**src/logic/rtcs_pkg.sv**
```systemverilog
package rtcs_pkg;
   // register offsets on the register port
   localparam logic [4:0] OFS_CONTROL = 5'h0e;
   localparam logic [4:0] OFS_STATUS = 5'h0f;
   localparam logic [4:0] OFS_AGING = 5'h10;
   localparam logic [4:0] OFS_TEMP_HI = 5'h11;
   localparam logic [4:0] OFS_TEMP_LO = 5'h12;
   // clock_control fields
   localparam int CTL_OSC_DIS = 7;
   localparam int CTL_BACKUP_SQUARE_WAVE_ENABLE = 6;
   localparam int CTL_CONVERT_REQUEST = 5;
   localparam int CTL_RS_HI = 4;
   localparam int CTL_RS_LO = 3;
   localparam int CTL_IRQ_SEL = 2;
   localparam int CTL_ALARM_TWO_IRQ_ENABLE = 1;
   localparam int CTL_ALARM_ONE_IRQ_ENABLE = 0;
   // clock_status fields
   localparam int STA_OSF = 7;
   localparam int STA_EN32 = 3;
   localparam int STA_BUSY = 2;
   localparam int STA_A2F = 1;
   localparam int STA_A1F = 0;
   // values after reset
   localparam logic [7:0] CONTROL_RESET = 8'h1c;
   localparam logic [7:0] AGING_RESET = 8'h00;
   localparam logic [9:0] TEMP_RESET = 10'h000;
   localparam logic OSF_RESET = 1'b1;
   localparam logic EN32_RESET = 1'b1;
   // divider taps for each rate select code (1 Hz, 1024, 4096, 8192 Hz)
   localparam int TAP_1HZ = 14;
   localparam int TAP_1K = 4;
   localparam int TAP_4K = 2;
   localparam int TAP_8K = 1;
   localparam int DIV_W = 15;
   // timing
   localparam int CLK_PERIOD_NS = 20;
   localparam int USER_HOLD_NS = 2000000;
   localparam int USER_HOLD_CYCLES = USER_HOLD_NS / CLK_PERIOD_NS;
   localparam int SENSE_NS = 2000000;
   localparam int SENSE_CYCLES = SENSE_NS / CLK_PERIOD_NS;
   localparam logic [5:0] PERIOD_SECONDS_LAST = 6'h3f; // 64 s schedule
   localparam int TIMER_W = 20;
   // conversion engine states, gray along idle, hold, sense
   typedef enum logic [1:0] {
      ST_IDLE = 2'b00,
      ST_HOLD = 2'b01,
      ST_SENSE = 2'b11
   } rtcs_state_type;
endpackage

```
**src/logic/rtcs_regs.sv**
```systemverilog
// Overview of operation
// - oscillator-disable bit stops oscillator only on backup supply
// - stopped oscillator freezes divider, schedule and temperature
// - on backup, wave shows only if backup enable set and select 0
// - writing convert starts a conversion only when none is running
// - convert reads 1 until done, then convert and busy clear together
// - busy untouched for about 2 ms after a user conversion request
// - user conversions leave the 64 s periodic schedule alone
// - rate bits pick 1 Hz, 1.024, 4.096 or 8.192 kHz; reset to 11
// - select 0 gives square wave, select 1 gives alarm interrupt
// - alarm match always sets its flag
// - flag drives interrupt only with its enable and select set
// - osc-stopped flag sets on any stop, held until written 0
// - 32 kHz output enable drives pin while running, else hi-Z
// - busy rises with sensor conversion, clears at idle
// - alarm flags cleared only by writing 0
// - aging trim is two's complement, one step per small capacitor
// - trim applied on changed periodic result and every user conversion
// - temperature in two read-only bytes, fraction in bits 7:6
// - temperature is ten-bit two's complement, quarter degrees
// - conversion at power-up then every 64 s, result stored each time
`timescale 1ns/100ps
`default_nettype none
module rtcs_regs #(
   parameter int HOLD_CYCLES = rtcs_pkg::USER_HOLD_CYCLES,
   parameter int SENSE_LEN = rtcs_pkg::SENSE_CYCLES
) (
   input wire logic mclk,
   input wire logic srst,
   input wire logic [4:0] reg_addr,
   input wire logic reg_wr,
   input wire logic [7:0] reg_wdata,
   output logic [7:0] reg_rdata,
   input wire logic on_battery,
   input wire logic osc_wave,
   input wire logic osc_fault,
   input wire logic alarm_one_match,
   input wire logic alarm_two_match,
   input wire logic [9:0] temp_sample,
   output logic temp_convert,
   output logic [7:0] cap_trim,
   output logic cap_trim_load,
   output logic osc_enable,
   output logic irq_or_wave_pin_out,
   output logic irq_or_wave_pin_oe,
   output logic low_freq_out,
   output logic low_freq_out_oe
);
   logic [1:0] sync1_q, sync2_q, sync3_q, filt_q, filt_d;
   logic [7:0] ctl_q, ctl_d, aging_q, aging_d, rdata_q, rdata_d;
   logic osf_q, osf_d, en32_q, en32_d, busy_q, busy_d;
   logic a1f_q, a1f_d, a2f_q, a2f_d, convert_request_q, convert_request_d;
   logic [9:0] temp_q, temp_d;
   localparam int DIV_W_L = rtcs_pkg::DIV_W;
   logic [DIV_W_L-1:0] div_q, div_d;
   logic [5:0] sec_q, sec_d;
   logic [rtcs_pkg::TIMER_W-1:0] tmr_q, tmr_d;
   rtcs_pkg::rtcs_state_type st_q, st_d;
   logic user_q, user_d, run_q, run_d, wave_q, wave_d;
   logic load_q, load_d, ioe_q, ioe_d, iout_q, iout_d;
   logic lfo_q, lfo_d, lfoe_q, lfoe_d;
   logic [7:0] trim_q, trim_d;
   logic running, osc_rise, sec_tick, wr_ctl, wr_sta, wr_age, periodic_due;
   logic sel_wave, irq_active;

   // three-stage pin synchronisers; a change counts once stages 2 and 3 agree
   genvar gi;
   generate
      for (gi = 0; gi < 2; gi++) begin : g_sync
         always_ff @(posedge mclk) begin
            sync1_q[gi] <= (gi == 0) ? on_battery : osc_wave;
            sync2_q[gi] <= sync1_q[gi];
            sync3_q[gi] <= sync2_q[gi];
         end
         assign filt_d[gi] = (sync2_q[gi] == sync3_q[gi]) ?
            sync3_q[gi] : filt_q[gi];
      end
   endgenerate

   assign running = ~(filt_q[0] & ctl_q[rtcs_pkg::CTL_OSC_DIS]);
   assign osc_rise = running & filt_d[1] & ~filt_q[1];
   assign sec_tick = osc_rise & (&div_q);
   assign wr_ctl = reg_wr & (reg_addr == rtcs_pkg::OFS_CONTROL);
   assign wr_sta = reg_wr & (reg_addr == rtcs_pkg::OFS_STATUS);
   assign wr_age = reg_wr & (reg_addr == rtcs_pkg::OFS_AGING);
   assign periodic_due = sec_tick & (sec_q == rtcs_pkg::PERIOD_SECONDS_LAST);

   // register file and flags
   always_comb begin
      ctl_d = ctl_q;
      aging_d = aging_q;
      en32_d = en32_q;
      if (wr_ctl) begin
         // convert bit is hardware owned; a write only requests
         ctl_d = reg_wdata;
         ctl_d[rtcs_pkg::CTL_CONVERT_REQUEST] = 1'b0;
      end
      if (wr_sta) begin
         en32_d = reg_wdata[rtcs_pkg::STA_EN32];
      end
      if (wr_age) begin
         aging_d = reg_wdata;
      end
      osf_d = osf_q;
      if (wr_sta && !reg_wdata[rtcs_pkg::STA_OSF]) begin
         osf_d = 1'b0;
      end
      // stop sets flag, set wins over clear
      if ((run_q & ~running) | osc_fault) begin
         osf_d = 1'b1;
      end
      a1f_d = a1f_q;
      a2f_d = a2f_q;
      // write 0 clears, write 1 keeps
      if (wr_sta) begin
         a1f_d = a1f_q & reg_wdata[rtcs_pkg::STA_A1F];
         a2f_d = a2f_q & reg_wdata[rtcs_pkg::STA_A2F];
      end
      a1f_d = a1f_d | alarm_one_match;
      a2f_d = a2f_d | alarm_two_match;
      run_d = running;
   end

   // divider and periodic schedule
   always_comb begin
      div_d = div_q;
      sec_d = sec_q;
      if (osc_rise) begin
         div_d = div_q + 1'b1;
      end
      // counts seconds regardless of user conversions
      if (sec_tick) begin
         sec_d = sec_q + 1'b1;
      end
   end

   // conversion engine
   always_comb begin
      st_d = st_q;
      tmr_d = tmr_q;
      convert_request_d = convert_request_q;
      busy_d = busy_q;
      user_d = user_q;
      temp_d = temp_q;
      load_d = 1'b0;
      trim_d = trim_q;
      unique case (st_q)
         rtcs_pkg::ST_IDLE: begin
            if (wr_ctl && reg_wdata[rtcs_pkg::CTL_CONVERT_REQUEST]) begin
               st_d = rtcs_pkg::ST_HOLD;
               convert_request_d = 1'b1;
               user_d = 1'b1;
               tmr_d = '0;
            end else if (periodic_due) begin
               st_d = rtcs_pkg::ST_SENSE;
               busy_d = 1'b1;
               user_d = 1'b0;
               tmr_d = '0;
            end
         end
         rtcs_pkg::ST_HOLD: begin
            // busy left alone during the hold
            tmr_d = tmr_q + 1'b1;
            if (tmr_q == rtcs_pkg::TIMER_W'(HOLD_CYCLES - 1)) begin
               st_d = rtcs_pkg::ST_SENSE;
               busy_d = 1'b1;
               tmr_d = '0;
            end
         end
         rtcs_pkg::ST_SENSE: begin
            // frozen while the oscillator is stopped
            if (running) begin
               tmr_d = tmr_q + 1'b1;
            end
            if (running && tmr_q == rtcs_pkg::TIMER_W'(SENSE_LEN - 1)) begin
               st_d = rtcs_pkg::ST_IDLE;
               convert_request_d = 1'b0;
               busy_d = 1'b0;
               temp_d = temp_sample;
               // trim on user run or changed result
               if (user_q || temp_sample != temp_q) begin
                  load_d = 1'b1;
                  trim_d = aging_q;
               end
            end
         end
         default: begin
            st_d = rtcs_pkg::ST_IDLE;
         end
      endcase
   end

   // pins and readback
   always_comb begin
      unique case (ctl_q[rtcs_pkg::CTL_RS_HI:rtcs_pkg::CTL_RS_LO])
         2'b00: wave_d = div_q[rtcs_pkg::TAP_1HZ];
         2'b01: wave_d = div_q[rtcs_pkg::TAP_1K];
         2'b10: wave_d = div_q[rtcs_pkg::TAP_4K];
         2'b11: wave_d = div_q[rtcs_pkg::TAP_8K];
      endcase
      // flag needs its enable and select
      irq_active = ctl_q[rtcs_pkg::CTL_IRQ_SEL] &
         ((a1f_q & ctl_q[rtcs_pkg::CTL_ALARM_ONE_IRQ_ENABLE]) |
          (a2f_q & ctl_q[rtcs_pkg::CTL_ALARM_TWO_IRQ_ENABLE]));
      // backup supply needs the backup enable
      sel_wave = ~ctl_q[rtcs_pkg::CTL_IRQ_SEL] &
         (~filt_q[0] | ctl_q[rtcs_pkg::CTL_BACKUP_SQUARE_WAVE_ENABLE]);
      // pulled low while an enabled flag stays set
      ioe_d = sel_wave | irq_active;
      iout_d = sel_wave ? wave_q : 1'b0;
      // 32 kHz pin only while enabled and running
      lfoe_d = en32_q & running;
      lfo_d = filt_q[1] & running;
      unique case (reg_addr)
         rtcs_pkg::OFS_CONTROL: begin
            rdata_d = ctl_q;
            rdata_d[rtcs_pkg::CTL_CONVERT_REQUEST] = convert_request_q;
         end
         rtcs_pkg::OFS_STATUS: begin
            rdata_d = 8'h00;
            rdata_d[rtcs_pkg::STA_OSF] = osf_q;
            rdata_d[rtcs_pkg::STA_EN32] = en32_q;
            rdata_d[rtcs_pkg::STA_BUSY] = busy_q;
            rdata_d[rtcs_pkg::STA_A2F] = a2f_q;
            rdata_d[rtcs_pkg::STA_A1F] = a1f_q;
         end
         rtcs_pkg::OFS_AGING: rdata_d = aging_q;
         // integer byte, then fraction in bits 7:6
         rtcs_pkg::OFS_TEMP_HI: rdata_d = temp_q[9:2];
         rtcs_pkg::OFS_TEMP_LO: rdata_d = {temp_q[1:0], 6'h00};
         default: rdata_d = 8'h00;
      endcase
   end

   // state registers; power-up starts in a conversion
   always_ff @(posedge mclk) begin
      if (srst) begin
         filt_q <= 2'h0;
         ctl_q <= rtcs_pkg::CONTROL_RESET;
         aging_q <= rtcs_pkg::AGING_RESET;
         osf_q <= rtcs_pkg::OSF_RESET;
         en32_q <= rtcs_pkg::EN32_RESET;
         a1f_q <= 1'b0;
         a2f_q <= 1'b0;
         run_q <= 1'b1;
         div_q <= '0;
         sec_q <= 6'h00;
         st_q <= rtcs_pkg::ST_SENSE;
         tmr_q <= '0;
         convert_request_q <= 1'b0;
         busy_q <= 1'b1;
         user_q <= 1'b0;
         temp_q <= rtcs_pkg::TEMP_RESET;
         load_q <= 1'b0;
         trim_q <= rtcs_pkg::AGING_RESET;
         wave_q <= 1'b0;
         ioe_q <= 1'b0;
         iout_q <= 1'b0;
         lfo_q <= 1'b0;
         lfoe_q <= 1'b0;
         rdata_q <= 8'h00;
      end else begin
         filt_q <= filt_d;
         ctl_q <= ctl_d;
         aging_q <= aging_d;
         osf_q <= osf_d;
         en32_q <= en32_d;
         a1f_q <= a1f_d;
         a2f_q <= a2f_d;
         run_q <= run_d;
         div_q <= div_d;
         sec_q <= sec_d;
         st_q <= st_d;
         tmr_q <= tmr_d;
         convert_request_q <= convert_request_d;
         busy_q <= busy_d;
         user_q <= user_d;
         temp_q <= temp_d;
         load_q <= load_d;
         trim_q <= trim_d;
         wave_q <= wave_d;
         ioe_q <= ioe_d;
         iout_q <= iout_d;
         lfo_q <= lfo_d;
         lfoe_q <= lfoe_d;
         rdata_q <= rdata_d;
      end
   end

   assign reg_rdata = rdata_q;
   assign temp_convert = busy_q;
   assign cap_trim = trim_q;
   assign cap_trim_load = load_q;
   assign osc_enable = run_q;
   assign irq_or_wave_pin_out = iout_q;
   assign irq_or_wave_pin_oe = ioe_q;
   assign low_freq_out = lfo_q;
   assign low_freq_out_oe = lfoe_q;
endmodule // rtcs_regs
`default_nettype wire

```
**config.mk**
```make
export PLATFORM = sky130hd
export DESIGN_NAME = rtcs_regs
export DESIGN_NICKNAME = d
export VERILOG_FILES = /design/src/logic/rtcs_pkg.sv /design/src/logic/rtcs_regs.sv
export SDC_FILE = /design/constraint.sdc
export NUM_CORES = 1
export LEC_CHECK = 0
export ABC_AREA = 1
export BUFFER_PORTS_ARGS = -buffer_cell sky130_fd_sc_hd__buf_2
export CAP_MARGIN = 20
export CORE_MARGIN = 5
export CORE_UTILIZATION = 31
export DETAILED_ROUTE_END_ITERATION = 10
export PLACE_DENSITY = 0.5
export SYNTH_ARGS = -nofsm -noshare
export SYNTH_HDL_FRONTEND = slang
export SYNTH_SLANG_ARGS = --single-unit
```
**constraint.sdc**
```tcl
create_clock -name mclk -period 1.75 [get_ports mclk]
set_clock_uncertainty 0.1 [all_clocks]
set_input_delay 0.35 -clock mclk [delete_from_list [all_inputs] [get_ports mclk]]
set_output_delay 0.35 -clock mclk [all_outputs]
set_load 0.01 [all_outputs]
```
# Yosys cells after proc, flatten, opt, wreduce, memory -nomap -nowiden
# Cells that the tools add are included.
[totals]
register_bits = 106
output_inout_bits = 23
wordCells = 132
[op_classes]
n_addsub = 3
n_eq_ne = 22
n_mux = 25
bitwise = 30
n_reduce_logical = 21
[op_table]
columns = ["op", "count"]
rows = [
  ["20-bit 2-to-1 mux", 4],
  ["20-bit one-hot mux with 3 select lines", 1],
  ["8-bit one-hot mux with 5 select lines", 1],
  ["20-bit by 1-bit adder with 20-bit output, second input constant", 1],
  ["20-bit by 17-bit == test with 1-bit output, second input constant", 1],
  ["1-bit AND", 17],
  ["15-bit by 1-bit adder with 15-bit output, second input constant", 1],
  ["5-bit == test, second input constant", 3],
  ["15-bit AND reduction", 1],
  ["2-bit inequality test, second input constant", 6],
  ["3-bit AND reduction", 4],
  ["1-bit 2-to-1 mux", 11],
  ["5-bit by 4-bit == test with 1-bit output, second input constant", 2],
  ["10-bit inequality test", 1],
  ["2-bit 2-to-1 mux", 4],
  ["1-bit inverter", 7],
  ["6-bit by 1-bit adder with 6-bit output, second input constant", 1],
  ["2-bit == test, second input constant", 3],
  ["6-bit == test, second input constant", 1],
  ["1-bit bitwise OR", 6],
  ["2-bit one-hot mux with 3 select lines", 1],
  ["5-bit AND reduction", 1],
  ["2-bit by 1-bit == test with 1-bit output, second input constant", 2],
  ["2-bit logical NOT", 2],
  ["other kinds (13)", 19],
]

# Depth between registers and ports, before layout
# Gate-level depths: netlist (run 1).
[depth]
depth_word = 9
ltp_mapped = 12
mapped_depth_nobuf = 12

# Least setup slack after synthesis (run 1)
# No wires, ideal clock.
[synth_path]
kind = "flip-flop to flip-flop"
startpoint = "register tmr_q[0] (netlist name)"
endpoint = "register tmr_q[14] (netlist name)"
arrival_time_ps = 1516
required_time_ps = 1541
setup_slack_ps = 25
stages_incl_launch_ff = 12
path_buffers = 1
period_less_slack_ps = 1725
path_cell_list = "dfxtp_1 ha_1 nand2_1 nor2_4 nand3_2 nand2_1 nand2_1 buf_2 nand3_1 nand2_1 nand2_1 inv_1"
[synth_between]
elab_chain_cells = 3
elab_cells_between_ends = 5
[synth_rtl]
columns = ["element", "line_no", "rtl"]
rows = [
  ["start, declared", "rtcs_regs.sv:57", "logic [rtcs_pkg::TIMER_W-1:0] tmr_q, tmr_d;"],
  ["start signal, assigned", "rtcs_regs.sv:274", "tmr_q <= tmr_d;"],
  ["20-bit by 1-bit adder with 20-bit output or 20-bit by 17-bit == test with 1-bit output (tied branches)", "rtcs_regs.sv:163, rtcs_regs.sv:173, rtcs_regs.sv:164", ""],
  ["20-bit 2-to-1 mux, on equally long branches", "rtcs_regs.sv:172, rtcs_regs.sv:164", ""],
  ["20-bit one-hot mux with 3 select lines (*)", "rtcs_regs.sv:147", "unique case (st_q)"],
]
# Every way passes the cells marked *; elsewhere a longest branch is shown, timed or not. The select of a mux whose other input is x is not followed.
# A chain may end at the register's enable or synchronous reset.

# Final worst setup path (run 1)
[layout_path]
startpoint = "register tmr_q[1] (netlist name)"
endpoint = "register temp_q[8]"
[layout_between]
elab_chain_cells = 3
[layout_rtl]
columns = ["element", "line_no", "rtl"]
rows = [
  ["20-bit by 17-bit == test with 1-bit output", "rtcs_regs.sv:175", "if (running && tmr_q == rtcs_pkg::TIMER_W'(SENSE_LEN - 1)) begin"],
  ["1-bit logical AND", "rtcs_regs.sv:175", ""],
  ["2-bit AND reduction (no source line)", "-", ""],
  ["end signal, assigned", "rtcs_regs.sv:253", "temp_q <= rtcs_pkg::TEMP_RESET;"],
  ["end signal, assigned", "rtcs_regs.sv:278", "temp_q <= temp_d;"],
  ["end, declared", "rtcs_regs.sv:53", "logic [9:0] temp_q, temp_d;"],
]
# No other way between the ends.

==> results of run 1 <==
cell usage in the layout (no fill, tap or decap), types with 4 or more instances in the layout:
cell type	netlist	routed
nand2_2	2	10
inv_2	3	6
o21ai_1	0	5
dfxtp_1	106	95
o22ai_1	6	6
nor2_1	99	84
dfxtp_2	0	11
nand3_1	54	50
buf_4	0	80
a21oi_1	52	51
nor2_2	0	11
buf_2	7	53
xor2_1	9	9
nand4_1	12	12
nand2_1	166	155
o21ai_0	46	41
a221oi_1	4	4
o211ai_1	6	6
clkbuf_16	0	10
buf_6	1	8
nor2_4	1	5
nor3_1	13	11
inv_1	109	106
what timing repair did:
item                       CTS  global route
hold endpoints to repair     2             0
pin swaps                    2            19
setup buffers                2            10
resized for setup           12            73
setup endpoints to repair   33            52
gates cloned                 0             3
hold buffers                 2             0
critical path, delay by kind of cell, from the launching register on:
kind / cells / cell delay, ns
fa+ha+maj: 1 / 0.15
buf+inv: 2 / 0.34
simple gates: 4 / 0.67
compound gates: 1 / 0.08
flops: 1 / 0.36
registers in the layout (all words and copies together) (netlist names), 6 cells and up:
register	flops
tmr_q	20
cap_trim	8
ctl_q	7
sec_q	6
div_q	15
aging_q	8
temp_q	10
reg_rdata	8
metrics by stage:
step / std cells / instance area, sq um
floorplan: 731 / 4960
global placement: 1060 / 6030
detailed placement: 1060 / 6030
CTS: 1080 / 6380
global route: 1093 / 6760
finish: 1093 / 6760
layer usage:
layer | part of all wire (%) | wire length [um] | track usage (%)
met4 | 1.0 | 150 | 3.58
met5 | 0 | 0 | 0
met3 | 4.3 | 630 | 4.01
met2 | 44 | 6470 | 25.7
met1 | 51 | 7420 | 21.9
cell type report:
class / instances / share of cell area [%]
multi-input cells: 494 / 37.9
clock buffers: 10 / 3.54
flip-flops and latches: 106 / 31.6
inverters: 113 / 6.31
clock inverters: 6 / 0.741
repair buffers: 148 / 15.9
well taps: 216 / 4.00
power by group through the flow:
stage | clock [mW] | combinational [mW] | sequential, mW
6_report | 2.01 | 0.286 | 2.47
5_1_grt | 2.17 | 0.320 | 2.47
4_1_cts | 2.08 | 0.272 | 2.46
3_5_place_dp | 0 | 0.261 | 2.52
3_3_place_gp | 0 | 0.262 | 2.52
2_1_floorplan | 0 | 0.119 | 2.52
cells by family after synthesis:
| kind of cell | share of synthesized area, % |
|---|---|
| xor gates and xnor gates | 2.12 |
| DFF | 42.7 |
| and+or+nand+nor | 30.2 |
| buffers and inverters | 10.3 |
| AOI/OAI and AO/OA | 13.9 |
| adders and majority gates | 0.756 |
worst min-delay path by stage:
stage	end	depth (start not counted)
floorplan	sync2_q[0]$_DFF_P_	0
global placement	sync2_q[0]$_DFF_P_	0
detailed placement	sync2_q[0]$_DFF_P_	0
CTS	osf_q$_SDFFE_PP1P_	3
global route	temp_q[2]$_SDFFE_PP0P_	3
finish	osf_q$_SDFFE_PP1P_	3
==> summary.md, run 1 <==
| Metric | Value |
|---|---|
| Pre-CTS setup slack | -0.162 ns |
| Core area | 15800 sq um |
| Register area | between 2000 and 2500 sq um |
| Top FF cell, synth | dfxtp_1 |
| Grt total ovfl | 0 |
| Cell Area, Synth | 4960 sq um |
| Pint | 3.59 mW |
| CTS Buf Count | 9 |
| Buffers on Ports | 53 |
| Area share of the largest cell type after synthesis | 42.7% |
| Mapped Cells | 731 |
| Outcome | finished, violations left |
| Fin. Hold Viols | 0 |
| CP Cell Sequence | ha_4 > nand2_4 > nor2_4 > nand3_2 > nor3_4 > buf_4 > buf_4 > a21oi_1 |
| FF-to-FF End | temp_q[8]$_SDFFE_PP0P_ |
| CP max stage delay | around 0.36 ns |
| Tcrit/Tclk final | 104% |
| Reg2Reg Depth | 8 |
| Critical Path Sink Type | flip-flop |
| First-pass GRT wire length | 23.4 mm |
| Clock Tree Root | clkbuf_16 |
| FP Rows | 46 |
| RSZ-0062 raised after global routing | true |
| Setup CP Type | flip-flop to flip-flop |
| Largest cells by area after synthesis | dfxtp_1 (43%), nand2_1 (13%), inv_1 (8.2%) |
| Yosys cell types | 35 |
| Syn avg cell area | 6.79 sq um |
| Post-synth EDFFs | 0 |
| Syn_nets | 765 |
| Setup-failing EPs final | 18 |
| Sw Pwr | 1.17 mW |
| Top cell type by total area after synthesis | dfxtp_1 |
| Worst setup path endpoint | temp_q[8]$_SDFFE_PP0P_ |
| Vias | 4980 |
| Vias per cell | between 4 and 5 |
| Min Clock Period, post-route | approximately 1.8 ns |
| Post-route setup TNS | -0.878 ns |
| Final core utilization | 42.9% |
| Hold Crit Class | primary input to flip-flop |
| Synth top cells by count | nand2_1 (166), inv_1 (109), dfxtp_1 (106) |
| Chip Width | about 140 um |
| Area Overhead vs Synth | 36.1% |
| TritonCTS clock tree | done |
| Final ANT Viol Nets | 0 |
| Number of global-route vias before repair | around 4700 |
| Total power draw | approximately 4.8 mW |
| Routed len/inst | 13.4 um |
| Max_cap viols | 0 |
| Most frequent CP cell | buf_4 |
| F_max | 0.549 GHz |
| Worst VDD drop | 0.720 mV |
| H-Tree Depth | 3 |
| Count leader, synth | nand2_1 |
| Hold slack | 0.115 ns |
| Layout cells sized above 1 | around a quarter |
| Ys Warns | 0 |
| Worst Path Required | 1.90 ns |
| # diodes | 0 |
| Area of the multi-input gates | around 2600 sq um |
| CP Launch Point | tmr_q[1]$_SDFFE_PP0P_ |
| Largest net degree at the start of global routing | 32 |
| DRT Pass-1 Iters | 4 |
| Switching share of power | around a quarter |
| All-Layer GR Usage | 16.1% |
| Leak | 3.18 nW |
| Comb power frac | 6.0% |
| FF-to-FF setup slack | -0.07 ns |
| Sequential-to-total area share from yosys stat | 42.7% |
| Nets | 906 |
| DP HPWL | between 10 and 15 mm |
| Fin. max-slew vios | 0 |
| Slew headroom | approximately 72% |
| Final-layout fill cell count | 1715 |
| Final WL | 14.7 mm |
| I/O pins | 54 |
| Bufs on Longest Clock Path | 2 |
| Largest fanout on the critical path | 10 |
| Clock Latency Late Sink | 0.36 ns |
| Pwr dens | 705 nW/um^2 |
| Slew at the pin closest to its max-slew limit | 0.420 ns |
| Antenna violations before repair | 0 |
| Die Y-Extent | 137 um |
| Final WS setup | -0.0718 ns |
| Starting Density | 31.5% |
| Min-delay src | osc_fault |
| RR Startpoint | tmr_q[1]$_SDFFE_PP0P_ |
| GPL Wtd Cong | 0.844 |
| Failing checks | setup timing |
| Post-route DRC | 0 |
| Slowest cell on crit path | dfxtp_2 |
| Seq cells post-synth | 106 |
| CTS clk-pin slew, worst paths | about 0.070 ns |
| Clock network fraction of total power | a little over two fifths |
| Critical Path AT | 1.97 ns |
| Critical path startpoint category | flip-flop |
| DRT iter0 DRCs | 285 |
| Clock sink total | around 110 |
| Async SR Flop Fraction | 0% |
| Die area | 18600 sq um |
| Flop pwr share | 51.8% |
Power figures use the tool's default switching activity.
==> inputs of run 2 (changes only) <==
--- a/config.mk
+++ b/config.mk
@@ -9,9 +9,9 @@
 export BUFFER_PORTS_ARGS = -buffer_cell sky130_fd_sc_hd__buf_2
 export CAP_MARGIN = 20
 export CORE_MARGIN = 5
-export CORE_UTILIZATION = 31
+export CORE_UTILIZATION = 45
 export DETAILED_ROUTE_END_ITERATION = 10
-export PLACE_DENSITY = 0.5
+export PLACE_DENSITY = 0.65
 export SYNTH_ARGS = -nofsm -noshare
 export SYNTH_HDL_FRONTEND = slang
 export SYNTH_SLANG_ARGS = --single-unit
==> constraint.sdc (replaced) <==
create_clock -name mclk -period 2.13 [get_ports mclk]
set_clock_uncertainty 0.1 [all_clocks]
set_input_delay 0.426 -clock mclk [delete_from_list [all_inputs] [get_ports mclk]]
set_output_delay 0.426 -clock mclk [all_outputs]
set_load 0.01 [all_outputs]
==> summary.md, run 2 (synthesis results as in run 1) <==
| Metric | Value |
|---|---|
| Outcome | finished clean |
| Setup CP Type | flip-flop to flip-flop |
| Setup-failing EPs final | 0 |
| Final ANT Viol Nets | 0 |
| Fin. max-slew vios | 0 |
| Chip Width | between 100 and 150 um |
| Largest fanout on the critical path | 7 |
| CTS Buf Count | 9 |
| DRT Pass-1 Iters | 4 |
| Largest regs | tmr_q: 20 flops, div_q: 15 flops, temp_q: 10 flops |
| Core area | 10800 sq um |
| Most frequent cells in the layout | nand2_1 (165), inv_1 (109), dfxtp_1 (105) |
| Dpl cell area | 5450 sq um |
| Clock sink total | 106 |
| Post-CTS Hold Buffers | 0 |
| Post-route DRC | 0 |
| Met2 Wirelength | 5.98 mm |
| I/O pins | 54 |
| Critical path startpoint category | flip-flop |
| Worst VDD drop | 0.370 mV |
| Worst path top cell family by delay | simple AND/OR/NAND/NOR gates |
| Final-layout fill cell count | 1133 |
| Wl on met1 | ~5.7 mm |
| DP HPWL | 9.35 mm |
| Hold Crit Class | primary input to flip-flop |
| Grt total ovfl | 0 |
| Fin. Hold Viols | 0 |
| Leak | 2.64 nW |
| CP max stage delay | 0.36 ns |
| Commonest non-fill, non-tap cell in the layout | nand2_1 |
| Fin cells | 936 |
| Switching share of power | 24.5% |
| CTS clk-pin slew, worst paths | 0.10 ns |
| Total power draw | 3.30 mW |
| Buffers on Ports | 53 |
| Area Overhead vs Synth | 13.1% |
| Pint | 2.49 mW |
| Nets | 827 |
| Die area | 13200 sq um |
| Clock network fraction of total power | 33.2% |
| Highest metal used | met4 |
| Comb power frac | 5.4% |
| Critical Path AT | 2.13 ns |
| Vias per cell | 5.07 |
| H-Tree Depth | 3 |
| Most frequent CP cell | nand3_1 |
| Slew headroom | around 71% |
| Max_cap viols | 0 |
| Slowest cell on crit path | dfxtp_1 |
| Final Cell Area | ~5600 sq um |
| Sw Pwr | 807 uW |
| Worst Path Required | ~2.3 ns |
| Most flop-heavy register | tmr_q |
| Metal3 WL | around 720 um |
| Critical Path Sink Type | flip-flop |
| DRT iter0 DRCs | between 300 and 400 |
| Clock Tree Root | clkbuf_8 |
| Tcrit/Tclk final | roughly 91% |
| TritonCTS clock tree | done |
| CP Cell Sequence | ha_1 > nand3_1 > nor3_1 > nand3_1 > nand3_2 > nand2_2 > buf_4 > nor2_2 > nand2_1 > o21ai_0 |
| # diodes | 0 |
| Crit path buffers/inverters | 1 |
| Largest net degree at the start of global routing | 45 |
| First-pass GRT wire length | 20.8 mm |
| F_max | 0.519 GHz |
| Post-CTS Resized | 0 |
| All-Layer GR Usage | 19.5% |
| GPL Wtd Cong | 1.01 |
| Pwr dens | 587 nW/um^2 |
| Slew at the pin closest to its max-slew limit | 0.434 ns |
| Min Clock Period, post-route | 1.93 ns |
| Number of flip-flops in the largest register | 20 |
| Starting Density | 45.8% |
| Layout cells sized above 1 | 12.6% |
| Routed len/inst | between 10 and 15 um |
| Bufs on Longest Clock Path | 2 |
| Vias | between 4000 and 5000 |
| Final WL | around 13 mm |
| Final core utilization | 51.8% |
| Clock Latency Late Sink | 0.38 ns |
| Dpl cells | approximately 920 |
| FP Rows | 38 |
| Die Y-Extent | 115 um |
| Post-CTS Setup Bufs | 0 |
| Number of global-route vias before repair | 4448 |
| Antenna violations before repair | 0 |
| Flop pwr share | roughly three fifths |
[run 2: cell count changes in the layout (fill, tap and decap cells not counted), sizes merged]
cell / delta
buf: -75
clkbuf: -1
inv: -2
nand2: -1
dlygate4sd3: -2
[run 2: final timing paths]
| path | start | endpoint | slack [ns] | cells past startpoint |
|---|---|---|---|---|
| worst max-delay path | sec_q[1]$_SDFFE_PP0P_ | tmr_q[4]$_SDFFE_PP0P_ | 0.20 | 10 |
| worst min register to register | sync1_q[0]$_DFF_P_ | sync2_q[0]$_DFF_P_ | 0.24 | 0 |
| worst max register to register | sec_q[1]$_SDFFE_PP0P_ | tmr_q[4]$_SDFFE_PP0P_ | 0.20 | 10 |
| worst min-delay path | on_battery | sync1_q[0]$_DFF_P_ | 0.05 | 1 |
[run 2: cell type report]
type | count | area (sq um) | area share (%)
clock buffers | 10 | 128 | 2.27
clock inverters | 4 | 30.0 | 0.535
inverters | 113 | 424 | 7.55
multi-input cells | 493 | 2340 | 41.7
flip-flops and latches | 106 | 2120 | 37.8
well taps | 140 | 175 | 3.12
repair buffers | 70 | 393 | 6.99
[run 2: through the flow]
step | hold WS (ns) | worst slack, ns | TNS [ns]
2_1_floorplan | 0.210 | 0.405 | 0
3_3_place_gp | 0.217 | 0.165 | 0
3_5_place_dp | 0.217 | 0.0794 | 0
4_1_cts | 0.0309 | 0.0562 | 0
5_1_grt | 0.0195 | -0.00986 | -0.00986
6_report | 0.0506 | 0.202 | 0
[run 2: power by group through the flow]
stage | Sequential (mW) | Clock [mW] | Combinational, mW
2_1_floorplan | 2.07 | 0 | 0.0981
3_3_place_gp | 2.07 | 0 | 0.170
3_5_place_dp | 2.07 | 0 | 0.175
4_1_cts | 2.03 | 1.13 | 0.175
5_1_grt | 2.03 | 1.23 | 0.197
6_report | 2.03 | 1.10 | 0.176
[run 2: layer usage]
| metal | GRT usage (%) | up-vias |
|---|---|---|
| met4 | 5.24 | 0 |
| met3 | 5.05 | 12 |
| met5 | 0 | - |
| li1 | - | 2461 |
| met1 | 24.5 | 2159 |
| met2 | 33.1 | 111 |
